File: src/verilog/split_timer_pkg.sv
// Constants shared by the split auto-reload timer and its tick generator
package split_timer_pkg;

    // Register offsets on the plain register port
    localparam logic [7:0] CTRL_OFFSET        = 8'h91;
    localparam logic [7:0] RELOAD_LOW_OFFSET  = 8'h92;
    localparam logic [7:0] RELOAD_HIGH_OFFSET = 8'h93;
    localparam logic [7:0] COUNT_LOW_OFFSET   = 8'h94;
    localparam logic [7:0] COUNT_HIGH_OFFSET  = 8'h95;
    localparam logic [7:0] CLK_CTRL_OFFSET    = 8'h96;
    localparam logic [7:0] INT_EN_OFFSET      = 8'h97;
    localparam logic [7:0] IRQ_STAT_OFFSET    = 8'h98;
    localparam logic [7:0] IRQ_MASK_OFFSET    = 8'h99;

    // Control register fields
    localparam int HIGH_FLAG_BIT   = 7;
    localparam int LOW_FLAG_BIT    = 6;
    localparam int LOW_IRQ_EN_BIT  = 5;
    localparam int SPLIT_BIT       = 3;
    localparam int RUN_BIT         = 2;
    localparam int EXT_CLK_SEL_BIT = 0;

    // Clock control register fields
    localparam int HIGH_CLK_SEL_BIT = 1;
    localparam int LOW_CLK_SEL_BIT  = 0;

    // Interrupt enable register field
    localparam int TIMER_INT_EN_BIT = 0;

    // Interrupt status and mask fields
    localparam int IRQ_HIGH_BIT = 1;
    localparam int IRQ_LOW_BIT  = 0;

    // Reset values
    localparam logic [7:0] CTRL_RESET     = 8'h00;
    localparam logic [7:0] BYTE_RESET     = 8'h00;
    localparam logic [1:0] CLK_CTRL_RESET = 2'h0;
    localparam logic       INT_EN_RESET   = 1'b0;
    localparam logic [1:0] IRQ_STAT_RESET = 2'h0;
    localparam logic [1:0] IRQ_MASK_RESET = 2'h3;
    localparam logic [7:0] UNMAPPED_READ  = 8'h00;

    // Byte and word limits
    localparam logic [7:0]  BYTE_MAX = 8'hff;
    localparam logic [15:0] WORD_MAX = 16'hffff;
    localparam logic [15:0] WORD_ONE = 16'h0001;
    localparam logic [7:0]  BYTE_ONE = 8'h01;

    // Prescaler ratios
    localparam logic [3:0] SYS_DIV_LAST = 4'hb;
    localparam logic [2:0] EXT_DIV_LAST = 3'h7;

    // Operating mode
    typedef enum logic {MODE_WIDE, MODE_SPLIT} timer_mode_t;

endpackage

File: src/verilog/count_tick_gen.sv
// Count clock enables: system clock by 12, external oscillator by 8
`timescale 1ns/10ps
module count_tick_gen
(
    input  wire logic ref_clk,      // System clock
    input  wire logic reset,        // Async reset, active high
    input  wire logic extClk,       // External oscillator pin
    output logic      sysDiv12Tick, // One-cycle enable, rate /12
    output logic      extDiv8Tick   // One-cycle enable, ext rate /8
);

    logic [3:0] sysDiv_r;
    logic       extSync1_r;
    logic       extSync2_r;
    logic       extPrev_r;
    logic [2:0] extDiv_r;
    logic       extRise;

    // Free running prescaler for the divide by 12 rate
    always_ff @(posedge ref_clk or posedge reset)
    begin
        if (reset)
        begin
            sysDiv_r     <= 4'h0;
            sysDiv12Tick <= 1'b0;
        end
        else
        begin
            sysDiv12Tick <= (sysDiv_r == split_timer_pkg::SYS_DIV_LAST);
            if (sysDiv_r == split_timer_pkg::SYS_DIV_LAST)
                sysDiv_r <= 4'h0;
            else
                sysDiv_r <= sysDiv_r + 4'h1;
        end
    end

    // Two flops before any logic sees the pin
    always_ff @(posedge ref_clk or posedge reset)
    begin
        if (reset)
        begin
            extSync1_r <= 1'b0;
            extSync2_r <= 1'b0;
            extPrev_r  <= 1'b0;
        end
        else
        begin
            extSync1_r <= extClk;
            extSync2_r <= extSync1_r;
            extPrev_r  <= extSync2_r;
        end
    end

    // Edge taken from the second and third stage only
    assign extRise = extSync2_r & ~extPrev_r;

    // Eight synchronized rising edges give one tick
    always_ff @(posedge ref_clk or posedge reset)
    begin
        if (reset)
        begin
            extDiv_r    <= 3'h0;
            extDiv8Tick <= 1'b0;
        end
        else
        begin
            extDiv8Tick <= extRise &&
                           (extDiv_r == split_timer_pkg::EXT_DIV_LAST);
            if (extRise)
                extDiv_r <= extDiv_r + 3'h1;
        end
    end

endmodule

File: src/verilog/split_autoreload_timer.sv
// Split 16-bit or dual 8-bit auto-reload timer with register port
`timescale 1ns/10ps
module split_autoreload_timer
(
    input  wire logic       ref_clk,   // System clock, 20 MHz
    input  wire logic       reset,     // Async reset, active high
    input  wire logic [7:0] regAddr,   // Register address
    input  wire logic [7:0] regWrData, // Register write data
    input  wire logic       regWrite,  // Write strobe
    input  wire logic       regRead,   // Read strobe
    output logic      [7:0] regRdData, // Read data, cycle after strobe
    input  wire logic       extOscClk, // External oscillator pin
    output logic            timerIrq   // Interrupt request level
);

    // Stored state
    logic       highFlag_r;
    logic       lowFlag_r;
    logic       lowIrqEn_r;
    logic       splitSel_r;
    logic       runCtl_r;
    logic       extClkSel_r;
    logic [7:0] reloadLow_r;
    logic [7:0] reloadHigh_r;
    logic [7:0] countLow_r;
    logic [7:0] countHigh_r;
    logic [1:0] clkCtl_r;
    logic       timerIntEn_r;
    logic [1:0] irqStat_r;
    logic [1:0] irqMask_r;

    // Next values and events
    logic [7:0]  countLow_nxt;
    logic [7:0]  countHigh_nxt;
    logic [15:0] wideSum;
    logic        highOvf;
    logic        lowOvf;
    logic        sysDiv12Tick;
    logic        extDiv8Tick;
    logic        slowTick;
    logic        lowTick;
    logic        highTick;
    logic        irqPending;
    split_timer_pkg::timer_mode_t mode;

    // Write decode
    logic wrCtrl;
    logic wrReloadLow;
    logic wrReloadHigh;
    logic wrCountLow;
    logic wrCountHigh;
    logic wrClkCtl;
    logic wrIntEn;
    logic wrIrqStat;
    logic wrIrqMask;

    assign wrCtrl       = regWrite &&
                          (regAddr == split_timer_pkg::CTRL_OFFSET);
    assign wrReloadLow  = regWrite &&
                          (regAddr == split_timer_pkg::RELOAD_LOW_OFFSET);
    assign wrReloadHigh = regWrite &&
                          (regAddr == split_timer_pkg::RELOAD_HIGH_OFFSET);
    assign wrCountLow   = regWrite &&
                          (regAddr == split_timer_pkg::COUNT_LOW_OFFSET);
    assign wrCountHigh  = regWrite &&
                          (regAddr == split_timer_pkg::COUNT_HIGH_OFFSET);
    assign wrClkCtl     = regWrite &&
                          (regAddr == split_timer_pkg::CLK_CTRL_OFFSET);
    assign wrIntEn      = regWrite &&
                          (regAddr == split_timer_pkg::INT_EN_OFFSET);
    assign wrIrqStat    = regWrite &&
                          (regAddr == split_timer_pkg::IRQ_STAT_OFFSET);
    assign wrIrqMask    = regWrite &&
                          (regAddr == split_timer_pkg::IRQ_MASK_OFFSET);

    // Prescalers and external clock synchronizer
    count_tick_gen u_ticks
    (
        .ref_clk      (ref_clk),
        .reset        (reset),
        .extClk       (extOscClk),
        .sysDiv12Tick (sysDiv12Tick),
        .extDiv8Tick  (extDiv8Tick)
    );

    // Slow clock shared by both bytes, per external select
    assign slowTick = extClkSel_r ? extDiv8Tick : sysDiv12Tick;

    // Per byte choice of system clock or the slow clock
    assign lowTick  = clkCtl_r[split_timer_pkg::LOW_CLK_SEL_BIT] ?
                      1'b1 : slowTick;
    assign highTick = clkCtl_r[split_timer_pkg::HIGH_CLK_SEL_BIT] ?
                      1'b1 : slowTick;

    // Mode from the split select bit
    assign mode = splitSel_r ? split_timer_pkg::MODE_SPLIT
                             : split_timer_pkg::MODE_WIDE;

    assign wideSum = {countHigh_r, countLow_r} + split_timer_pkg::WORD_ONE;

    // Counter step; wide mode follows the low byte clock
    always_comb
    begin
        countLow_nxt  = countLow_r;
        countHigh_nxt = countHigh_r;
        highOvf       = 1'b0;
        lowOvf        = 1'b0;
        unique case (mode)
            split_timer_pkg::MODE_WIDE:
            begin
                if (runCtl_r && lowTick)
                begin
                    if ({countHigh_r, countLow_r} ==
                        split_timer_pkg::WORD_MAX)
                    begin
                        countLow_nxt  = reloadLow_r;
                        countHigh_nxt = reloadHigh_r;
                        highOvf       = 1'b1;
                        lowOvf        = 1'b1;
                    end
                    else
                    begin
                        countLow_nxt  = wideSum[7:0];
                        countHigh_nxt = wideSum[15:8];
                        lowOvf = (countLow_r == split_timer_pkg::BYTE_MAX);
                    end
                end
            end
            split_timer_pkg::MODE_SPLIT:
            begin
                // Low byte ignores run control in this mode
                if (lowTick)
                begin
                    if (countLow_r == split_timer_pkg::BYTE_MAX)
                    begin
                        countLow_nxt = reloadLow_r;
                        lowOvf       = 1'b1;
                    end
                    else
                        countLow_nxt = countLow_r + split_timer_pkg::BYTE_ONE;
                end
                if (runCtl_r && highTick)
                begin
                    if (countHigh_r == split_timer_pkg::BYTE_MAX)
                    begin
                        countHigh_nxt = reloadHigh_r;
                        highOvf       = 1'b1;
                    end
                    else
                        countHigh_nxt = countHigh_r +
                                        split_timer_pkg::BYTE_ONE;
                end
            end
        endcase
    end

    // Count bytes; a software write to a byte wins over counting
    always_ff @(posedge ref_clk or posedge reset)
    begin
        if (reset)
        begin
            countLow_r  <= split_timer_pkg::BYTE_RESET;
            countHigh_r <= split_timer_pkg::BYTE_RESET;
        end
        else
        begin
            if (wrCountLow)
                countLow_r <= regWrData;
            else
                countLow_r <= countLow_nxt;
            if (wrCountHigh)
                countHigh_r <= regWrData;
            else
                countHigh_r <= countHigh_nxt;
        end
    end

    // Reload registers
    always_ff @(posedge ref_clk or posedge reset)
    begin
        if (reset)
        begin
            reloadLow_r  <= split_timer_pkg::BYTE_RESET;
            reloadHigh_r <= split_timer_pkg::BYTE_RESET;
        end
        else
        begin
            if (wrReloadLow)
                reloadLow_r <= regWrData;
            if (wrReloadHigh)
                reloadHigh_r <= regWrData;
        end
    end

    // Control bits other than the flags
    always_ff @(posedge ref_clk or posedge reset)
    begin
        if (reset)
        begin
            lowIrqEn_r  <= split_timer_pkg::CTRL_RESET[5];
            splitSel_r  <= split_timer_pkg::CTRL_RESET[3];
            runCtl_r    <= split_timer_pkg::CTRL_RESET[2];
            extClkSel_r <= split_timer_pkg::CTRL_RESET[0];
        end
        else if (wrCtrl)
        begin
            lowIrqEn_r  <= regWrData[split_timer_pkg::LOW_IRQ_EN_BIT];
            splitSel_r  <= regWrData[split_timer_pkg::SPLIT_BIT];
            runCtl_r    <= regWrData[split_timer_pkg::RUN_BIT];
            extClkSel_r <= regWrData[split_timer_pkg::EXT_CLK_SEL_BIT];
        end
    end

    // Overflow flags: only software writes clear, a new overflow wins
    always_ff @(posedge ref_clk or posedge reset)
    begin
        if (reset)
        begin
            highFlag_r <= split_timer_pkg::CTRL_RESET[7];
            lowFlag_r  <= split_timer_pkg::CTRL_RESET[6];
        end
        else
        begin
            if (highOvf)
                highFlag_r <= 1'b1;
            else if (wrCtrl)
                highFlag_r <= regWrData[split_timer_pkg::HIGH_FLAG_BIT];
            if (lowOvf)
                lowFlag_r <= 1'b1;
            else if (wrCtrl)
                lowFlag_r <= regWrData[split_timer_pkg::LOW_FLAG_BIT];
        end
    end

    // Clock select and interrupt enable registers
    always_ff @(posedge ref_clk or posedge reset)
    begin
        if (reset)
        begin
            clkCtl_r     <= split_timer_pkg::CLK_CTRL_RESET;
            timerIntEn_r <= split_timer_pkg::INT_EN_RESET;
        end
        else
        begin
            if (wrClkCtl)
                clkCtl_r <= regWrData[1:0];
            if (wrIntEn)
                timerIntEn_r <= regWrData[split_timer_pkg::TIMER_INT_EN_BIT];
        end
    end

    // Sticky event status, write one to clear, set beats clear
    always_ff @(posedge ref_clk or posedge reset)
    begin
        if (reset)
            irqStat_r <= split_timer_pkg::IRQ_STAT_RESET;
        else
        begin
            irqStat_r[split_timer_pkg::IRQ_HIGH_BIT] <= highOvf ||
                (irqStat_r[split_timer_pkg::IRQ_HIGH_BIT] &&
                 !(wrIrqStat && regWrData[split_timer_pkg::IRQ_HIGH_BIT]));
            irqStat_r[split_timer_pkg::IRQ_LOW_BIT] <= lowOvf ||
                (irqStat_r[split_timer_pkg::IRQ_LOW_BIT] &&
                 !(wrIrqStat && regWrData[split_timer_pkg::IRQ_LOW_BIT]));
        end
    end

    // Mask opens both sources after reset
    always_ff @(posedge ref_clk or posedge reset)
    begin
        if (reset)
            irqMask_r <= split_timer_pkg::IRQ_MASK_RESET;
        else if (wrIrqMask)
            irqMask_r <= regWrData[1:0];
    end

    // Low source needs its own enable in either mode
    assign irqPending =
        (irqStat_r[split_timer_pkg::IRQ_HIGH_BIT] &&
         irqMask_r[split_timer_pkg::IRQ_HIGH_BIT]) ||
        (irqStat_r[split_timer_pkg::IRQ_LOW_BIT] &&
         irqMask_r[split_timer_pkg::IRQ_LOW_BIT] &&
         lowIrqEn_r);

    // Registered request level, one cycle behind the status
    always_ff @(posedge ref_clk or posedge reset)
    begin
        if (reset)
            timerIrq <= 1'b0;
        else
            timerIrq <= timerIntEn_r && irqPending;
    end

    // Read data stands only in the cycle after the strobe
    always_ff @(posedge ref_clk or posedge reset)
    begin
        if (reset)
            regRdData <= split_timer_pkg::UNMAPPED_READ;
        else if (!regRead)
            regRdData <= split_timer_pkg::UNMAPPED_READ;
        else
        begin
            unique case (regAddr)
                split_timer_pkg::CTRL_OFFSET:
                    regRdData <= {highFlag_r, lowFlag_r, lowIrqEn_r, 1'b0,
                                  splitSel_r, runCtl_r, 1'b0,
                                  extClkSel_r};
                split_timer_pkg::RELOAD_LOW_OFFSET:
                    regRdData <= reloadLow_r;
                split_timer_pkg::RELOAD_HIGH_OFFSET:
                    regRdData <= reloadHigh_r;
                split_timer_pkg::COUNT_LOW_OFFSET:
                    regRdData <= countLow_r;
                split_timer_pkg::COUNT_HIGH_OFFSET:
                    regRdData <= countHigh_r;
                split_timer_pkg::CLK_CTRL_OFFSET:
                    regRdData <= {6'h00, clkCtl_r};
                split_timer_pkg::INT_EN_OFFSET:
                    regRdData <= {7'h00, timerIntEn_r};
                split_timer_pkg::IRQ_STAT_OFFSET:
                    regRdData <= {6'h00, irqStat_r};
                split_timer_pkg::IRQ_MASK_OFFSET:
                    regRdData <= {6'h00, irqMask_r};
                default:
                    regRdData <= split_timer_pkg::UNMAPPED_READ;
            endcase
        end
    end

endmodule

File: config.mk
export PLATFORM = sky130hd
export DESIGN_NAME = split_autoreload_timer
export DESIGN_NICKNAME = d
export VERILOG_FILES = /design/src/verilog/split_timer_pkg.sv /design/src/verilog/count_tick_gen.sv /design/src/verilog/split_autoreload_timer.sv
export SDC_FILE = /design/constraint.sdc
export NUM_CORES = 1
export LEC_CHECK = 0
export BUFFER_PORTS_ARGS = -buffer_cell sky130_fd_sc_hd__buf_2
export CAP_MARGIN = 20
export CORE_MARGIN = 2
export CORE_UTILIZATION = 50
export CTS_CLUSTER_SIZE = 8
export DETAILED_ROUTE_END_ITERATION = 8
export PLACE_DENSITY = 0.7
export SETUP_SLACK_MARGIN = 0.3
export SLEW_MARGIN = 0
export SYNTH_ARGS = -nofsm -noshare
export SYNTH_HDL_FRONTEND = slang
export SYNTH_SLANG_ARGS = --single-unit
File: constraint.sdc
create_clock -name ref_clk -period 2.4 [get_ports ref_clk]
set_input_delay 0.48 -clock ref_clk [delete_from_list [all_inputs] [get_ports ref_clk]]
set_output_delay 0.48 -clock ref_clk [all_outputs]
set_load 0.01 [all_outputs]
Word level (Yosys, flattened, before mapping)
Index checks and enable logic that the tools add are counted.
Widths: inputs -> output; s select.
- register bits after elaboration: 66
- bits in latches: 0
- memory bits (writable): 0
- ROM bits: 0
- bits of input ports: 21
- output and inout port bits: 9
- memories kept: 0
- $add $sub $neg: 5
- $mul: 0
- div/mod/pow operators: 0
- $lt $le $gt $ge: 0
- equality and inequality tests: 18
- shift-type cells: 0
- mux-type cells: 33
- bitwise logic cells: 3
- reductions and logical operators: 29
- operators with widths (kind ; number):
    $eq 8x8->1 const B ; 11
    $mux 8 ; 11
    $pmux 8 s9 ; 1
    $pmux 8 s2 ; 2
    $logic_and 1x1->1 ; 20
    $add 16x1->16 const B ; 1
    $add 8x1->8 const B ; 2
    $eq 16x16->1 const B ; 1
    $mux 1 ; 16
    $ne 3x3->1 const B ; 2
    $add 4x1->4 const B ; 1
    $eq 4x4->1 const B ; 1
    $mux 4 ; 1
    $pmux 1 s2 ; 2
    $reduce_and 2->1 ; 2
    $reduce_bool 2->1 ; 2
    $add 3x1->3 const B ; 1
    $eq 3x3->1 const B ; 1
    $logic_or 1x1->1 ; 3
    $ne 3x1->1 const B ; 1
    $ne 3x2->1 const B ; 1
    $logic_not 1->1 ; 2
    $not 1->1 ; 2
    $and 1x1->1 ; 1

Logic depth before layout (Yosys ltp)
- word-level depth: 6
- mapped depth: 8
- mapped depth without buffers: 7

Hierarchy
From an unflattened synthesis, not the netlist that was laid out.
- cell total of the unflattened synthesis: 376
- area, all modules: 3797.4 um^2
- modules (own cells, without submodules) (module ; instances ; cells an instance ; area each (um^2)):
    split_autoreload_timer ; 1 ; 346 ; 3331.9
    count_tick_gen ; 1 ; 30 ; 465.4

Least setup slack after synthesis
No wires, ideal clock.
- path kind: register -> register
- from: register countHigh_r[0]
- to: register countHigh_r[3]
- setup time: 0.128 ns
- arrival: 1.733 ns
- data required time: 2.272 ns
- slack: 0.540 ns
- cell stages (with the launch flop): 9
- clock period less this slack: 1.860 ns
- path through: dfrtp_1 -> ha_1 -> nand4_1 -> nor2_2 -> buf_6 -> mux2i_1 -> o21ai_2 -> a211oi_1 -> nor3_1
- cells in the longest elaborated chain, start to end: 5
- elaborated cells between the ends (all ways): 10
- classes of those cells: 2 x add/sub; 2 x eq/ne; 6 x mux
- ends and longest elaborated chain (what ; line ; source):
    from (decl) ; split_autoreload_timer.sv:26 ; logic [7:0] countHigh_r;
    from (signal assigned) ; split_autoreload_timer.sv:163 ; countHigh_r <= split_timer_pkg::BYTE_RESET;
    from (signal assigned) ; split_autoreload_timer.sv:172 ; countHigh_r <= regWrData;
    from (signal assigned) ; split_autoreload_timer.sv:174 ; countHigh_r <= countHigh_nxt;
    $add 16x1->16, or another cell as far along ; split_autoreload_timer.sv:99 ; assign wideSum = {countHigh_r, countLow_r} + split_timer_pkg::WORD_ONE;
    $mux 8, on equally long branches ; split_autoreload_timer.sv:113, split_autoreload_timer.sv:144 ;
    $mux 8, on equally long branches ; split_autoreload_timer.sv:111, split_autoreload_timer.sv:142 ;
    $pmux 8 s2 (*) ; split_autoreload_timer.sv:108 ; unique case (mode)
    $mux 8 (*) ; split_autoreload_timer.sv:171 ; if (wrCountHigh)
Mark *: on every way between the ends. The rest lies on a longest branch, timed or not. The select of a mux whose other input is x is not followed.
A chain may end at the register's enable or synchronous reset.

Worst setup path after layout
- from: register countHigh_r[1]
- to: register countHigh_r[3]
Same word-level chain as after synthesis.

==> out/results.ini <==
[detailed_routing]
num_vias = 3193
wl_per_cell_um = 18.8
drt_first_iter_violations = 372
highest_layer = met4
vias_per_cell = 6.34
postRouteAntennaNets = 0
dr.pass1.iters = 7
met1Wirelength_um = 4040
wl_um = 9470
drc = 0
wl_met2_um = 4570
met3_length_um = 697

[floorplan]
rows = 31
fp.dieArea_mm2 = 0.00823
io_pins = 30
core_area_mm2 = 0.00725
die_h_um = 90.7
initial_utilization_pct = 51.9
chipWidth_um = 90.7

[logic_synthesis]
synth.most_common_cell = dfrtp_1
synth_cells = 363
synth_top_area_cell = dfrtp_1
synth_fp_nets = 389
synth_edf_count = 0
ys_warn_count = 0
yosys-top-cells-count = dfrtp_1, nand2_1, mux2_2
ys_seq_area_share_pct = 44.0
ys_async_sr_fraction_pct = 100
syn_area_mm2 = 0.00376
avgSynthCellArea_um2 = 10.4
ys_top_cells_by_area = dfrtp_1, mux2_2, nand2_1
ys.flop_type = dfrtp_1
ys_ff_latch = 66
synth.distinct_cells = 64
synth_top_area_share_pct = 42.6

[placement]
placed_cells = 487
gp_congestion = 0.974
dp_hpwl_um = 6970
place_area_mm2 = 0.00405
place.port_buffers = 29

[layout]
post_route_cells_drive_above_1_share_pct = 29.6
diodes = 0
syn_to_final_growth_pct = 14.1
nNetsFinal = 426
fin_area_mm2 = 0.00429
finalNonFillerCells = 504

[setup_path]
timing.rr.start = countHigh_r[1]
startpoint_type = flip-flop
rr_worst_depth = 8
cp_data_arrival_time_ns = 2.26
timing.rr.end = countHigh_r[3]
path_class = reg -> reg
setup.worst_path.end_class = flip-flop
r2r_setup_slack_ns = 0.37
crit_required_ns = 2.63
worstPathMaxFanout = 9

[global_route]
gr-total-overflow = 0
grt_max_degree = 30
grt_pass1_vias = 3077
grt_pass1_wl_um = 15700
antenna_found_initial = 0
grt_usage_pct = 24.1

[timing]
fin_skew_ns = 0.0105
worst_hold_slack_ns = 0.195
final-hold-violation-count = 0
max_freq_mhz = 493
tightest_slew_ns = 0.716
finalMaxSlewViolations = 0
rsz0062_at_grt = yes
relSlewSlack_pct = 51.8
period_share_pct = 84.5
period_needed_ns = 2.03
fin_setup_tns_ns = 0
setup_viol = 0

[clock_tree]
ctsHoldBuffers = 0
path_clk_slew_ns = 0.08
h-tree-depth = 3
numCtsBuffers = 9
cts_tree = yes
cts-root-buf = clkbuf_8
clock_path_buffers = 2
insertion_delay_ns = 0.35
cts.sinks = 66

[power]
p_per_area_mw_per_mm2 = 620
p_leak_nw = 1.84
vdd_drop_max_mv = 0.426

[worst_hold_path]
hp-class = in -> async

[job]
max-cap-violations = 0

[run_status]
run_status = completed

[how the worst max path moves through the flow]
stage	start	endpoint	slack [ns]	cells after the start
final	countHigh_r[1]	countHigh_r[3]	0.37	8
after global routing	countHigh_r[1]	countHigh_r[3]	0.25	8
after CTS	countHigh_r[1]	countHigh_r[3]	0.28	8
after detailed placement	countHigh_r[1]	countHigh_r[3]	0.24	8
after global placement	countHigh_r[1]	countHigh_r[1]	0.35	7
after floorplan	countHigh_r[0]	countHigh_r[3]	0.54	8
[flip-flops by register name, indices dropped and copies added, names as in the netlist, 2 cells and up]
signal	flops
countHigh_r	8
countLow_r	8
regRdData	8
reloadHigh_r	8
reloadLow_r	8
u_ticks.sysDiv_r	4
u_ticks.extDiv_r	3
clkCtl_r	2
irqMask_r	2
irqStat_r	2
[power breakdown]
part           switching, W  leakage [nW]  internal (W)
Clock              0.000453         0.106      0.000542
Sequential         0.000104         0.821       0.00120
Combinational      0.000195         0.916      0.000165
[cell usage in the layout, fill, tap and decap left out, types with 11 or more instances in the layout]
| cell | count |
|---|---|
| a21oi_1 | 16 |
| buf_2 | 29 |
| buf_4 | 12 |
| clkbuf_8 | 11 |
| dfrtp_1 | 62 |
| mux2_2 | 25 |
| nand2_1 | 33 |
| nand3_1 | 15 |
| nor2_1 | 23 |
| o21ai_0 | 20 |
[cell type report]
type / instances / area [µm²]
fillers: 627 / 2960
multi-input cells: 273 / 2010
flip-flops and latches: 66 / 1660
repair buffers: 42 / 255
clock buffers: 11 / 151
well taps: 99 / 124
clock inverters: 5 / 60.1
inverters: 8 / 33.8
[worst max-delay path: stages, from the launching register on]
cell	delay (ns)
dfrtp_2	0.42
ha_2	0.25
nand4_1	0.21
nor2_4	0.21
buf_4	0.20
mux2i_1	0.24
o21ai_2	0.08
a211oi_1	0.23
nor3_1	0.08
[metal layers]
metal | global-route usage [%] | vias to the layer above
li1 | - | 1426
met1 | 32.2 | 1578
met2 | 39.1 | 168
met3 | 5.84 | 21
met4 | 7.05 | 0
met5 | 0 | -
[cell families after synthesis]
| family | synth area share [%] |
|---|---|
| AO/OA/AOI/OAI | 16.3 |
| XOR/XNOR | 1.63 |
| adder cells (fa/ha/maj) | 1.66 |
| buffers and inverters | 3.26 |
| flip-flops | 44.0 |
| multiplexers | 12.6 |
| AND/OR/NAND/NOR | 20.6 |
[stage by stage]
stage          util, %  total power, W  worst slack, ns
2_1_floorplan        -         0.00155            0.540
3_3_place_gp      55.8         0.00166            0.352
3_5_place_dp      55.8         0.00168            0.242
4_1_cts           58.8         0.00267            0.284
5_1_grt           59.2         0.00280            0.253
6_report          59.2         0.00266            0.371
[timing repair]
| action | in CTS | in global routing |
|---|---|---|
| resized for setup | 3 | 5 |
| setup endpoints to repair | 3 | 11 |
| setup buffers | 0 | 1 |
| pin swaps | 0 | 2 |
Note: power is estimated with default switching activity, not from simulation.
